<file path="config.mk">
export PLATFORM = sky130hd
export DESIGN_NAME = dcr_bank
export DESIGN_NICKNAME = d
export VERILOG_FILES = /design/src/dcr_pkg.sv /design/src/dcr_bank.sv /design/src/dcr_ramp.sv
export VERILOG_INCLUDE_DIRS = /design/src
export SDC_FILE = /design/constraint.sdc
export NUM_CORES = 1
export LEC_CHECK = 0
export BUFFER_PORTS_ARGS = -buffer_cell sky130_fd_sc_hd__buf_2
export CAP_MARGIN = 0
export CELL_PAD_IN_SITES_DETAIL_PLACEMENT = 1
export CELL_PAD_IN_SITES_GLOBAL_PLACEMENT = 1
export CORE_MARGIN = 2
export CORE_UTILIZATION = 30
export CTS_BUF_LIST = sky130_fd_sc_hd__clkbuf_4 sky130_fd_sc_hd__clkbuf_8
export DETAILED_ROUTE_END_ITERATION = 12
export GPL_TIMING_DRIVEN = 1
export PLACE_DENSITY_LB_ADDON = 0.1
export RECOVER_POWER = 100
export SETUP_SLACK_MARGIN = 0.3
export SLEW_MARGIN = 0
export SYNTH_ARGS = -nofsm -noshare
export SYNTH_HDL_FRONTEND = slang
export SYNTH_SLANG_ARGS = --single-unit
</file>
<file path="constraint.sdc">
create_clock -name clk -period 4.8 [get_ports clk]
set_input_delay 0.96 -clock clk [delete_from_list [all_inputs] [get_ports clk]]
set_output_delay 0.96 -clock clk [all_outputs]
set_load 0.01 [all_outputs]
</file>
<file path="src/dcr_defs.svh">
/*
 * Offsets, field positions, masks, reset values and timing figures of the
 * synthesizer control register bank.
 * Assumes it is included by bare name from each design file that needs it.
 */
// Functional notes
// - Ramp timer reloads on commit when bit26
// - Keying bypassed unless enable bit set
// - Manual keying scales output by amplitude register
// - Auto keying ramps scale with keying pin
// - Auto sync aligns sync clock to input
// - Soft sync advances one edge, self-clears; the code instead loads the divider with its rising count
// - Auto-clear zeroes accumulator on each commit
// - Bit12 selects sine, default cosine
// - Clear bit holds accumulator at zero
// - Bit9 selects three-wire input-only data pin
// - Bit8 selects least significant bit first
// - Digital power-down freezes all but serial port; the code freezes only accumulator, phase, amplitude and the keying ramp
// - Bits5 and 4 power down converter, clock
// - Bit3 widens power-down pin to everything
// - Bit1 holds sync clock pin low
// - Hardware sync advances one reference cycle per edge
// - Multiplier 4 to 20 valid, else bypass
// - Amplitude register step size and cap fields
// - Ramp rate register only matters in auto
// - Tuning word added to accumulator each cycle
// - Phase offset added to accumulator output
// - Commit strobe sampled on sync clock rise
// - Sync clock is sample clock divided four
// - Keying pin change reloads ramp timer
`ifndef DCR_DEFS_SVH
`define DCR_DEFS_SVH

`define DCR_ADDR_MAIN       5'h00
`define DCR_ADDR_ANALOG     5'h01
`define DCR_ADDR_ASF        5'h02
`define DCR_ADDR_ARR        5'h03
`define DCR_ADDR_FTW        5'h04
`define DCR_ADDR_POW        5'h05

`define DCR_MAIN_MASK       32'h07c0_37ba
`define DCR_ANALOG_MASK     24'h00_0eff
`define DCR_POW_MASK        14'h3fff
`define DCR_MAIN_RESET      32'h0000_0000
`define DCR_ANALOG_RESET    24'h00_0000

`define DCR_B_RAMP_LOAD     26
`define DCR_B_KEY_EN        25
`define DCR_B_KEY_AUTO      24
`define DCR_B_AUTO_SYNC     23
`define DCR_B_SOFT_SYNC     22
`define DCR_B_AUTO_CLR      13
`define DCR_B_SINE          12
`define DCR_B_CLR_ACC       10
`define DCR_B_SDIO_IN       9
`define DCR_B_LSB_FIRST     8
`define DCR_B_DIG_PD        7
`define DCR_B_DAC_PD        5
`define DCR_B_CLKIN_PD      4
`define DCR_B_FULL_PD       3
`define DCR_B_SYNC_OFF      1

`define DCR_B_HS_SYNC       11
`define DCR_B_HW_SYNC       10
`define DCR_B_XTAL_OUT      9
`define DCR_B_VCO_HI        2

`define DCR_PLL_MIN         5'h04
`define DCR_PLL_MAX         5'h14
`define DCR_FULL_SCALE      14'h3fff

`define DCR_CLK_NS          10
`define DCR_SYNC_DIV        4
`define DCR_SYNC_RISE       2'h2

`endif

</file>
<file path="src/dcr_pkg.sv">
/*
 * Types of the synthesizer control register bank.
 * Assumes the defs header supplies all numeric constants.
 */
package dcr_pkg;

	typedef enum logic [1:0] {
		DCR_KEY_OFF,
		DCR_KEY_MANUAL,
		DCR_KEY_AUTO
	} dcr_key_mode_t;

	typedef struct packed {
		logic [31:0] main_buf;
		logic [31:0] main_act;
		logic [23:0] ana_buf;
		logic [23:0] ana_act;
		logic [15:0] asf_buf;
		logic [15:0] asf_act;
		logic [7:0]  arr_buf;
		logic [7:0]  arr_act;
		logic [31:0] ftw_buf;
		logic [31:0] ftw_act;
		logic [13:0] pow_buf;
		logic [13:0] pow_act;
		logic [1:0]  div;
		logic [31:0] acc;
		logic [13:0] phase;
		logic [13:0] amp;
		logic        sync_in_q;
		logic        auto_q;
		logic [31:0] rd_data;
	} dcr_bank_state_t;

	typedef struct packed {
		logic [7:0]  timer;
		logic [13:0] scale;
		logic        osk_q;
	} dcr_ramp_state_t;

endpackage : dcr_pkg

</file>
<file path="src/dcr_bank.sv">
/*
 * Control register bank of a direct digital synthesizer: buffered register
 * writes, commit on the divided sync clock, phase accumulator, amplitude
 * keying, sync clock alignment and power-down decode.
 * Assumes a serial port front end that hands over whole register words and
 * that all pins are synchronous to clk.
 */
`timescale 1ns/10ps
`include "dcr_defs.svh"

module dcr_bank (
	input  wire logic        clk,
	input  wire logic        rstn,
	input  wire logic        wr_en,
	input  wire logic [4:0]  wr_addr,
	input  wire logic [31:0] wr_data,
	input  wire logic [4:0]  rd_addr,
	output logic      [31:0] rd_data,
	input  wire logic        io_update,
	input  wire logic        sync_in,
	input  wire logic        keying_input_pin,
	input  wire logic        power_down_pin,
	output logic             sync_clk_out,
	output logic      [13:0] phase_word,
	output logic             sine_sel,
	output logic      [13:0] amp_scale,
	output dcr_pkg::dcr_key_mode_t key_mode,
	output logic             digital_pd,
	output logic             dac_pd,
	output logic             clk_in_pd,
	output logic             pll_pd,
	output logic             sdio_input_only,
	output logic             lsb_first,
	output logic      [4:0]  pll_mult,
	output logic             pll_bypass,
	output logic             vco_range,
	output logic      [1:0]  cp_current,
	output logic             xtal_out_en,
	output logic             hs_sync_en
);
	import dcr_pkg::*;

	dcr_bank_state_t s;
	dcr_bank_state_t next_s;

	logic            sync_edge;
	logic            commit;
	logic            sync_rise;
	logic            adv;
	logic            ramp_load;
	logic [13:0]     ramp_scale;
	logic            auto_now;

	// Derived decode from the committed words
	always_comb begin
		if (!s.main_act[`DCR_B_KEY_EN]) begin
			key_mode = DCR_KEY_OFF;
		end else if (s.main_act[`DCR_B_KEY_AUTO]) begin
			key_mode = DCR_KEY_AUTO;
		end else begin
			key_mode = DCR_KEY_MANUAL;
		end
	end

	// Pin power-down reaches analog sections only in full mode
	assign digital_pd = s.main_act[`DCR_B_DIG_PD] | power_down_pin;
	assign dac_pd     = s.main_act[`DCR_B_DAC_PD]
		| (power_down_pin & s.main_act[`DCR_B_FULL_PD]);
	assign clk_in_pd  = s.main_act[`DCR_B_CLKIN_PD]
		| (power_down_pin & s.main_act[`DCR_B_FULL_PD]);
	assign pll_pd     = power_down_pin & s.main_act[`DCR_B_FULL_PD];

	assign sine_sel        = s.main_act[`DCR_B_SINE];
	assign sdio_input_only = s.main_act[`DCR_B_SDIO_IN];
	assign lsb_first       = s.main_act[`DCR_B_LSB_FIRST];
	assign pll_mult        = s.ana_act[7:3];
	assign pll_bypass      = (s.ana_act[7:3] < `DCR_PLL_MIN)
		|| (s.ana_act[7:3] > `DCR_PLL_MAX);
	assign vco_range       = s.ana_act[`DCR_B_VCO_HI];
	assign cp_current      = s.ana_act[1:0];
	assign xtal_out_en     = s.ana_act[`DCR_B_XTAL_OUT];
	assign hs_sync_en      = s.ana_act[`DCR_B_HS_SYNC];

	// Sync clock keeps running internally even when the pin is held low
	assign sync_clk_out = s.div[1] & ~s.main_act[`DCR_B_SYNC_OFF];
	assign sync_edge    = (s.div == `DCR_SYNC_RISE);
	assign commit       = sync_edge & io_update;
	assign sync_rise    = sync_in & ~s.sync_in_q;

	assign phase_word = s.phase;
	assign amp_scale  = s.amp;
	assign rd_data    = s.rd_data;

	assign auto_now  = (key_mode == DCR_KEY_AUTO);
	// Entering auto keying forces a fresh ramp period
	assign ramp_load = (commit & s.main_buf[`DCR_B_RAMP_LOAD])
		| (auto_now & ~s.auto_q);

	always_comb begin
		next_s = s;
		adv    = 1'b0;
		next_s.sync_in_q = sync_in;
		next_s.auto_q    = auto_now;

		// Buffered writes; unused bits never stored
		if (wr_en) begin
			case (wr_addr)
				`DCR_ADDR_MAIN: begin
					next_s.main_buf = wr_data & `DCR_MAIN_MASK;
				end
				`DCR_ADDR_ANALOG: begin
					next_s.ana_buf = wr_data[23:0] & `DCR_ANALOG_MASK;
				end
				`DCR_ADDR_ASF: begin
					next_s.asf_buf = wr_data[15:0];
				end
				`DCR_ADDR_ARR: begin
					next_s.arr_buf = wr_data[7:0];
				end
				`DCR_ADDR_FTW: begin
					next_s.ftw_buf = wr_data;
				end
				`DCR_ADDR_POW: begin
					next_s.pow_buf = wr_data[13:0] & `DCR_POW_MASK;
				end
				default: begin
				end
			endcase
		end

		// Divider and alignment; auto sync outranks the manual advances
		if (s.main_act[`DCR_B_AUTO_SYNC] && sync_rise) begin
			next_s.div = `DCR_SYNC_RISE;
			adv = 1'b1;
		end else if (s.ana_act[`DCR_B_HW_SYNC] && sync_rise) begin
			next_s.div = s.div + 2'h2;
			adv = 1'b1;
		end else if (s.main_act[`DCR_B_SOFT_SYNC]) begin
			next_s.div = `DCR_SYNC_RISE;
			adv = 1'b1;
		end else begin
			next_s.div = s.div + 2'h1;
		end
		// Self-clear; a commit in the same cycle wins below
		next_s.main_act[`DCR_B_SOFT_SYNC] = 1'b0;

		if (commit) begin
			next_s.main_act = s.main_buf;
			next_s.ana_act  = s.ana_buf;
			next_s.asf_act  = s.asf_buf;
			next_s.arr_act  = s.arr_buf;
			next_s.ftw_act  = s.ftw_buf;
			next_s.pow_act  = s.pow_buf;
			// Consumed request must not re-fire on the next commit
			if (!(wr_en && wr_addr == `DCR_ADDR_MAIN)) begin
				next_s.main_buf[`DCR_B_SOFT_SYNC] = 1'b0;
			end
		end

		// Datapath frozen in digital power-down
		if (!digital_pd) begin
			if (s.main_act[`DCR_B_CLR_ACC]) begin
				next_s.acc = 32'h0000_0000;
			end else if (commit && s.main_buf[`DCR_B_AUTO_CLR]) begin
				next_s.acc = 32'h0000_0000;
			end else begin
				next_s.acc = s.acc + s.ftw_act;
			end
			next_s.phase = s.acc[31:18] + s.pow_act;
			case (key_mode)
				DCR_KEY_OFF: begin
					next_s.amp = `DCR_FULL_SCALE;
				end
				DCR_KEY_MANUAL: begin
					next_s.amp = s.asf_act[13:0];
				end
				DCR_KEY_AUTO: begin
					next_s.amp = ramp_scale;
				end
				default: begin
					next_s.amp = `DCR_FULL_SCALE;
				end
			endcase
		end

		// Reads show committed state; unmapped reads zero
		case (rd_addr)
			`DCR_ADDR_MAIN: begin
				next_s.rd_data = s.main_act;
			end
			`DCR_ADDR_ANALOG: begin
				next_s.rd_data = {8'h00, s.ana_act};
			end
			`DCR_ADDR_ASF: begin
				next_s.rd_data = {16'h0000, s.asf_act};
			end
			`DCR_ADDR_ARR: begin
				next_s.rd_data = {24'h00_0000, s.arr_act};
			end
			`DCR_ADDR_FTW: begin
				next_s.rd_data = s.ftw_act;
			end
			`DCR_ADDR_POW: begin
				next_s.rd_data = {18'h0_0000, s.pow_act};
			end
			default: begin
				next_s.rd_data = 32'h0000_0000;
			end
		endcase
	end

	always_ff @(posedge clk or negedge rstn) begin
		if (!rstn) begin
			s <= '0;
		end else begin
			s <= next_s;
		end
	end

	dcr_ramp u_ramp (
		.clk       (clk),
		.rstn      (rstn),
		.run       (~digital_pd),
		.key_mode  (key_mode),
		.load_now  (ramp_load),
		.osk_pin   (keying_input_pin),
		.max_scale (s.asf_act[13:0]),
		.step_code (s.asf_act[15:14]),
		.rate      (s.arr_act),
		.scale     (ramp_scale)
	);
endmodule : dcr_bank

</file>
<file path="src/dcr_ramp.sv">
/*
 * Automatic amplitude keying ramp: reload timer plus saturating scale
 * counter.
 * Assumes pins synchronous to clk and a bank that supplies mode and loads.
 */
`timescale 1ns/10ps
`include "dcr_defs.svh"

module dcr_ramp (
	input  wire logic                  clk,
	input  wire logic                  rstn,
	input  wire logic                  run,
	input  wire dcr_pkg::dcr_key_mode_t key_mode,
	input  wire logic                  load_now,
	input  wire logic                  osk_pin,
	input  wire logic [13:0]           max_scale,
	input  wire logic [1:0]            step_code,
	input  wire logic [7:0]            rate,
	output logic      [13:0]           scale
);
	import dcr_pkg::*;

	dcr_ramp_state_t r;
	dcr_ramp_state_t next_r;
	logic            tick;
	logic            auto_on;
	logic [14:0]     step;
	logic [14:0]     up_sum;

	assign auto_on = (key_mode == DCR_KEY_AUTO);
	assign scale   = r.scale;

	always_comb begin
		next_r = r;
		tick   = 1'b0;
		step   = 15'h0001 << step_code;
		up_sum = {1'b0, r.scale} + step;
		next_r.osk_q = osk_pin;
		if (!auto_on) begin
			next_r.scale = 14'h0000;
			next_r.timer = rate;
		end else if (run) begin
			if (load_now || (osk_pin != r.osk_q)) begin
				next_r.timer = rate;
			end else if (r.timer <= 8'h01) begin
				next_r.timer = rate;
				tick = 1'b1;
			end else begin
				next_r.timer = r.timer - 8'h01;
			end
		end
		if (tick) begin
			if (r.osk_q) begin
				if (up_sum > {1'b0, max_scale}) begin
					next_r.scale = max_scale;
				end else begin
					next_r.scale = up_sum[13:0];
				end
			end else if ({1'b0, r.scale} > step) begin
				next_r.scale = r.scale - step[13:0];
			end else begin
				next_r.scale = 14'h0000;
			end
		end
	end

	always_ff @(posedge clk or negedge rstn) begin
		if (!rstn) begin
			r <= '0;
		end else begin
			r <= next_r;
		end
	end
endmodule : dcr_ramp

</file>
==> results of run 1 <==
-- metrics by stage --
stage | setup WS, ps | power [W]
detailed placement | 486 | 0.00823
CTS | 483 | 0.0111
floorplan | 1160 | 0.00684
global placement | 622 | 0.00815
finish | 651 | 0.0108
global route | 188 | 0.0117
-- final timing paths --
check / startpoint / to / slack [ps] / depth (start not counted)
min: sync_in / s[33]$_DFF_PN0_ / 440 / 1
min reg2reg: phase_word[10]$_DFFE_PN0N_ / phase_word[10]$_DFFE_PN0N_ / 480 / 2
max reg2reg: s[219]$_DFFE_PN0P_ / u_ramp.scale[13]$_DFFE_PN0P_ / 700 / 19
max in group asynchronous: rstn / s[115]$_DFFE_PN0P_ / 1400 / 2
max: s[308]$_DFFE_PN0P_ / key_mode[1] / 650 / 4
min in group asynchronous: rstn / rd_data[27]$_DFF_PN0_ / 1240 / 1
-- synthesized netlist by cell type (all sizes together), types with 4 or more instances --
| library cell | instances |
|---|---|
| a211oi | 7 |
| a21o | 28 |
| a21oi | 73 |
| a222oi | 8 |
| a22o | 21 |
| a22oi | 8 |
| a31oi | 6 |
| a32oi | 4 |
| and2 | 16 |
| and3 | 12 |
| buf | 82 |
| clkbuf | 48 |
| dfrtp | 311 |
| fa | 4 |
| ha | 70 |
| inv | 45 |
| mux2 | 189 |
| mux2i | 22 |
| nand2 | 101 |
| nand2b | 9 |
| nand3 | 21 |
| nand4 | 8 |
| nor2 | 66 |
| nor2b | 14 |
| nor3 | 13 |
| nor4 | 9 |
| o211ai | 4 |
| o21a | 8 |
| o21ai | 108 |
| o21bai | 6 |
| o31ai | 14 |
| or2 | 5 |
| or3 | 8 |
| xnor2 | 24 |
| xor2 | 21 |
-- layer usage --
| layer | up-vias | track usage [%] |
|---|---|---|
| li1 | 5286 | - |
| met1 | 5823 | 26.2 |
| met2 | 231 | 29.2 |
| met3 | 72 | 3.44 |
| met4 | 4 | 4.72 |
| met5 | - | 0 |
-- critical path, stage by stage (launching register included) --
cell and delay (ps):
dfrtp_1 320, clkbuf_1 1090, nand2_1 620, inv_1 300
clkbuf_1 180
-- cells in the final DEF, fill, tap and decap left out, drive strengths merged, types with 4 or more instances in the layout --
master  Yosys  layout
a222oi      8       8
nor2       66      66
o211ai      4       4
inv        45      46
o21bai      6       6
ha         70      70
or3         8       8
nand4       8       8
clkinv      1       5
mux2i      22      22
xor2       21      21
a22oi       8       8
o21a        8       8
a211oi      7       7
nand2     101     101
nand3      21      21
o21ai     108     108
a21o       28      28
xnor2      24      24
nand2b      9       9
buf        82      48
a31oi       6       6
o31ai      14      14
dfrtp     311     311
a21oi      73      73
or2         5       5
nor4        9       9
and3       12      12
and2       16      16
fa          4       4
mux2      189     189
a32oi       4       4
nor3       13      13
a22o       21      21
clkbuf     48     196
nor2b      14      14
-- kinds of logic after synthesis --
| kind of cell | after synthesis | synth area share (%) |
|---|---|---|
| AO/OA/AOI/OAI | 330 | 13.4 |
| flip-flops | 311 | 48.7 |
| AND/OR/NAND/NOR | 296 | 8.98 |
| multiplexers | 211 | 14.7 |
| buffers and inverters | 176 | 5.78 |
| adder cells (fa/ha/maj) | 74 | 5.98 |
| XOR/XNOR | 45 | 2.47 |
-- sequential cells by signal (all words and copies together) (netlist names) --
register         flops
u_ramp.scale        14
vco_range            1
hs_sync_en           1
sdio_input_only      1
xtal_out_en          1
u_ramp.r             9
lsb_first            1
phase_word          14
rd_data             32
cp_current           2
amp_scale           14
sine_sel             1
pll_mult             5
s                  215
-- where the power goes --
part           leakage [nW]  switching, W  internal (W)
combinational          3.68       0.00214       0.00169
clock                 0.653       0.00118       0.00154
sequential             4.00      0.000867       0.00340
-- layout make-up --
type | count | area [um2] | share of cell area, %
flip-flops and latches | 311 | 7780 | 43.2
multi-input cells | 956 | 7310 | 40.6
clock buffers | 96 | 1180 | 6.57
well taps | 688 | 861 | 4.78
repair buffers | 148 | 657 | 3.65
inverters | 46 | 173 | 0.958
clock inverters | 8 | 47.5 | 0.264
diodes | 1 | 2.50 | 0.0139
==> out/qor.txt, run 1 <==
Status = finished with violations
Failing checks = max-capacitance violations, max-slew violations
Io pins = 130
Top routing layer used = met5
Yosys reg bits = 311
Final WL = 50900 um
CTS Buffer Depth = 3
GPL Wtd Cong = 0.819
Peak supply drop = 0.259 mV
Ranking of synthesized cells by area = dfrtp_1, mux2_2, ha_1
Share of the core filled with cells = 34.2%
Syn Area/Cell = 11.1 um2
Startpoint types = register
FFs w/ async S/R, synth = 100%
Top FF cell, synth = dfrtp_1
Worst slew pin tran = 3050 ps
Placed cells = 2149
Crit path arrival time = 3190 ps
Cts repair resizes = 0
Overflow after GRT = 0
Post-Syn Area = 16000 um2
Hpwl dp = 36400 um
Worst Setup End Kind = primary output
Root buffer cell = clkbuf_8
Antenna violations before repair = 6
RSZ-0062 raised after global routing = no
Die Width = 235 um
Mapped Cells = 1443
Worst-path maximum fanout = 18
WL per Instance = 22.6 um
Layout Cells excl Fill = 2254
Relative slew slack = -103%
Design area = 18000 um2
Crit Path Category = register to primary output
Met1 Routed Length = 24900 um
Hold buffers post-CTS = 0
Layout overhead on the synthesized area = 12.7%
Library cells used by synthesis = 72
WL met3 = 1910 um
Leak = 8.33 nW
HP Class = input pin to register
Max-cap violations = 8
Clk_skew = 23.8 ps
Worst hold slack = 440 ps
# setup viols final = 0
Clock Sinks = 311
EDFF count, synth = 0
CTS H-tree lvls = 2
Initial DRT Pass Iterations = 6
Power per cell area = 601 nW/um2
Synth warn = 0
Post-CTS Setup Bufs = 0
TritonCTS clock tree = yes
Row cnt = 84
Register area share after synthesis = 48.7%
Data required, critical path = 3840 ps
DRC errors left = 0
Period utilization = 86.4%
Fmax = 241 MHz
Max Transition Viols Final = 316
Placed inst area = 17000 um2
Core ar. = 52700 um2
Global-route wire length before repair = 78300 um
Vias = 11400
1st-iter DRT viols = 579
DRT antenna net count = 0
Starting Density = 30.4%
Clock slew at reported path FFs = 60 ps
Die H = 235 um
Via-to-Cell Ratio = 5.06
Die area = 55200 um2
PortBufs = 129
Min Tclk post-route = 4150 ps
Share of the synthesized area in the top cell type = 48.7%
Ratio of cells with drive above 1 in the final layout = 23.3%
Filler cells = 5806
Nets@finish = 1645
Inserted Clock Buffers = 59
Global Route Usage Sum = 18.6%
Final Hold Vio Count = 0
Clk Latency, worst-skew pair = 660 ps
Vias in the first global route = 12200
Post-synth top area cell = dfrtp_1
Largest net degree at the start of global routing = 109
TNS Setup = 0 ps
Syn nets = 1566
Met2 Wirelength = 23000 um
No activity file was read; power rests on OpenSTA's default activity.
==> run 2, diff against run 1 <==
PLACE_DENSITY = 0.64   (was default)
PLACE_DENSITY_LB_ADDON = default   (was 0.1)
==> run 2 against run 1 <==
Against the previous run:
- the flow still finishes with violations (max-capacitance violations, max-slew violations)
- clock power shrank 2%
- register-to-register slack gained 80 ps
- sequential cell count is the same
- critical path type is now input pin to register
- highest routed layer is now met4
==> out/qor.txt, run 2 (synthesized netlist as in run 1, its figures left out) <==
Ratio of cells with drive above 1 in the final layout = 22.6% (-0.66 points)
Inserted Clock Buffers = 55 (-6.8%)
Nets@finish = 1638 (-0.43%)
Slowest CP cell = clkbuf_1
Overflow after GRT = 0 (unchanged)
Met1 Track Usage GR = 23.6% (-2.6 points)
Final Hold Vio Count = 0 (unchanged)
Data required, critical path = 5340 ps (+1500 ps)
Die area = 55200 um2 (unchanged)
Placed cells = 2146 (-0.14%)
Antenna violations before repair = 4 (-2)
Met2 Use GR = 28.0% (-1.3 points)
Die Width = 235 um (unchanged)
Final WL = 48100 um (-5.5%)
Crit path cell chain = clkbuf_1 > nor4b_1 > clkbuf_1 > nor2b_1 > clkbuf_1 > a221o_1
DRT antenna net count = 0 (unchanged)
TritonCTS clock tree = yes
Critical path's top delay family = buffers and inverters
Hpwl dp = 34400 um (-5.5%)
Vias = 11500 (+1.1%)
Clk_skew = 34.9 ps (+11.1 ps)
Clk Latency, worst-skew pair = 650 ps (about the same)
Critical path's largest stage delay = 1230 ps (+140 ps)
Crit Path Category = input pin to register
CTS Buffer Depth = 3 (unchanged)
Post-CTS Setup Bufs = 0 (unchanged)
Leak = 8.30 nW (-0.39%)
Layout overhead on the synthesized area = 12.3%
Filler cells = 5815 (+0.16%)
Clock slew at reported path FFs = 60 ps (about the same)
Root buffer cell = clkbuf_8
TNS Setup = 0 ps (unchanged)
Vias in the first global route = 12300 (+1.4%)
HP Class = input pin to register
PortBufs = 129 (unchanged)
RSZ-0062 raised after global routing = no
Status = finished with violations
Relative slew slack = -124% (-21 points)
Period utilization = 85.6% (-0.80 points)
Largest net degree at the start of global routing = 122 (+12%)
Starting Density = 30.4% (unchanged)
DRC errors left = 0 (unchanged)
Power per cell area = 595 nW/um2 (-0.97%)
Peak supply drop = 0.190 mV (-27%)
Most used cell, CP = clkbuf_1
Hold buffers post-CTS = 0 (unchanged)
Max-cap violations = 5 (-3)
Top Usage Layer GRT = met2
Met3 global-route usage = 2.97% (-0.47 points)
Layout Cells excl Fill = 2244 (-0.44%)
# setup viols final = 0 (unchanged)
Crit path arrival time = 4650 ps (+1460 ps)
GPL Wtd Cong = 0.846 (+3.3%)
Core ar. = 52700 um2 (unchanged)
Worst Setup End Kind = register
Startpoint types = input pin
Largest Register = s
Global-route wire length before repair = 74800 um (-4.5%)
Min Tclk post-route = 4110 ps (-38.4 ps)
Commonest cells after routing, fill and taps aside = dfrtp_1, mux2_2, o21ai_0, nand2_1, clkbuf_1
Worst slew pin tran = 3360 ps (+311 ps)
Initial DRT Pass Iterations = 6 (unchanged)
Commonest non-fill, non-tap cell in the layout = dfrtp_1
Die H = 235 um (unchanged)
CTS H-tree lvls = 2 (unchanged)
Failing checks = max-capacitance violations, max-slew violations
Via-to-Cell Ratio = 5.14 (+1.5%)
Io pins = 130 (unchanged)
WP buf/inv = 3 (unchanged)
Worst-path maximum fanout = 24 (+6)
WL per Instance = 21.4 um (-5.1%)
Fmax = 243 MHz (+0.94%)
Row cnt = 84 (unchanged)
Number of flip-flops in the largest register = 215 (unchanged)
Clock Sinks = 311 (unchanged)
Global Route Usage Sum = 17.4% (-1.2 points)
1st-iter DRT viols = 587 (+1.4%)
Max Transition Viols Final = 247 (-22%)
## run 2: area by class of cell
type | instances | area (um2) | share of cell area [%]
flip-flops and latches | 311 | 7780 | 43.4
multi-input cells | 956 | 7290 | 40.6
clock buffers | 87 | 1110 | 6.18
well taps | 688 | 861 | 4.80
repair buffers | 145 | 646 | 3.60
inverters | 46 | 173 | 0.962
clock inverters | 8 | 78.8 | 0.439
diodes | 3 | 7.51 | 0.0418
## run 2: per-layer routing
layer | wire [um] | part of all wire, % | vias to the layer above
li1 | - | - | 5268
met5 | 0 | 0 | -
met3 | 2420 | 5.0 | 72
met1 | 22000 | 46 | 5953
met4 | 1320 | 2.7 | 0
met2 | 22400 | 46 | 246
## run 2: worst paths after layout
| check | start | endpoint | slack (ps) | depth (start not counted) |
|---|---|---|---|---|
| setup / recovery | rd_addr[4] | rd_data[10]$_DFF_PN0_ | 690 | 6 |
| min in group asynchronous | rstn | rd_data[2]$_DFF_PN0_ | 1380 | 1 |
| hold / removal | sync_in | s[33]$_DFF_PN0_ | 440 | 1 |
| setup reg to reg | s[219]$_DFFE_PN0P_ | u_ramp.scale[13]$_DFFE_PN0P_ | 780 | 19 |
| hold reg to reg | s[310]$_DFFE_PN0P_ | s[310]$_DFFE_PN0P_ | 490 | 2 |
| max in group asynchronous | rstn | s[170]$_DFFE_PN0P_ | 1070 | 2 |
## run 2: metrics by stage
| step | hold WS (ps) | power [W] | area (um2) | worst slack, ps | util, % |
|---|---|---|---|---|---|
| global route | 412 | 0.0114 | 17900 | 375 | 34.1 |
| floorplan | 447 | 0.00684 | 16000 | 1160 | - |
| finish | 437 | 0.0107 | 18000 | 690 | 34.1 |
| detailed placement | 471 | 0.00811 | 16900 | 565 | 32.2 |
| CTS | 385 | 0.0109 | 18100 | 544 | 34.4 |
| global placement | 459 | 0.00795 | 16900 | 692 | 32.2 |
## run 2: report_power, final
group / switching, W / internal (W) / leakage [nW] / total, W
Combinational: 0.00211 / 0.00168 / 3.66 / 0.00380
Sequential: 0.000818 / 0.00340 / 4.00 / 0.00422
Clock: 0.00115 / 0.00151 / 0.634 / 0.00266
Total: 0.00408 / 0.00660 / 8.30 / 0.0107
## run 2: repair_timing
action / 4_1_cts / 5_1_grt
setup endpoints to repair: 0 / 14
endpoints found under the hold margin: 0 / 0
gates resized for setup: 0 / 1
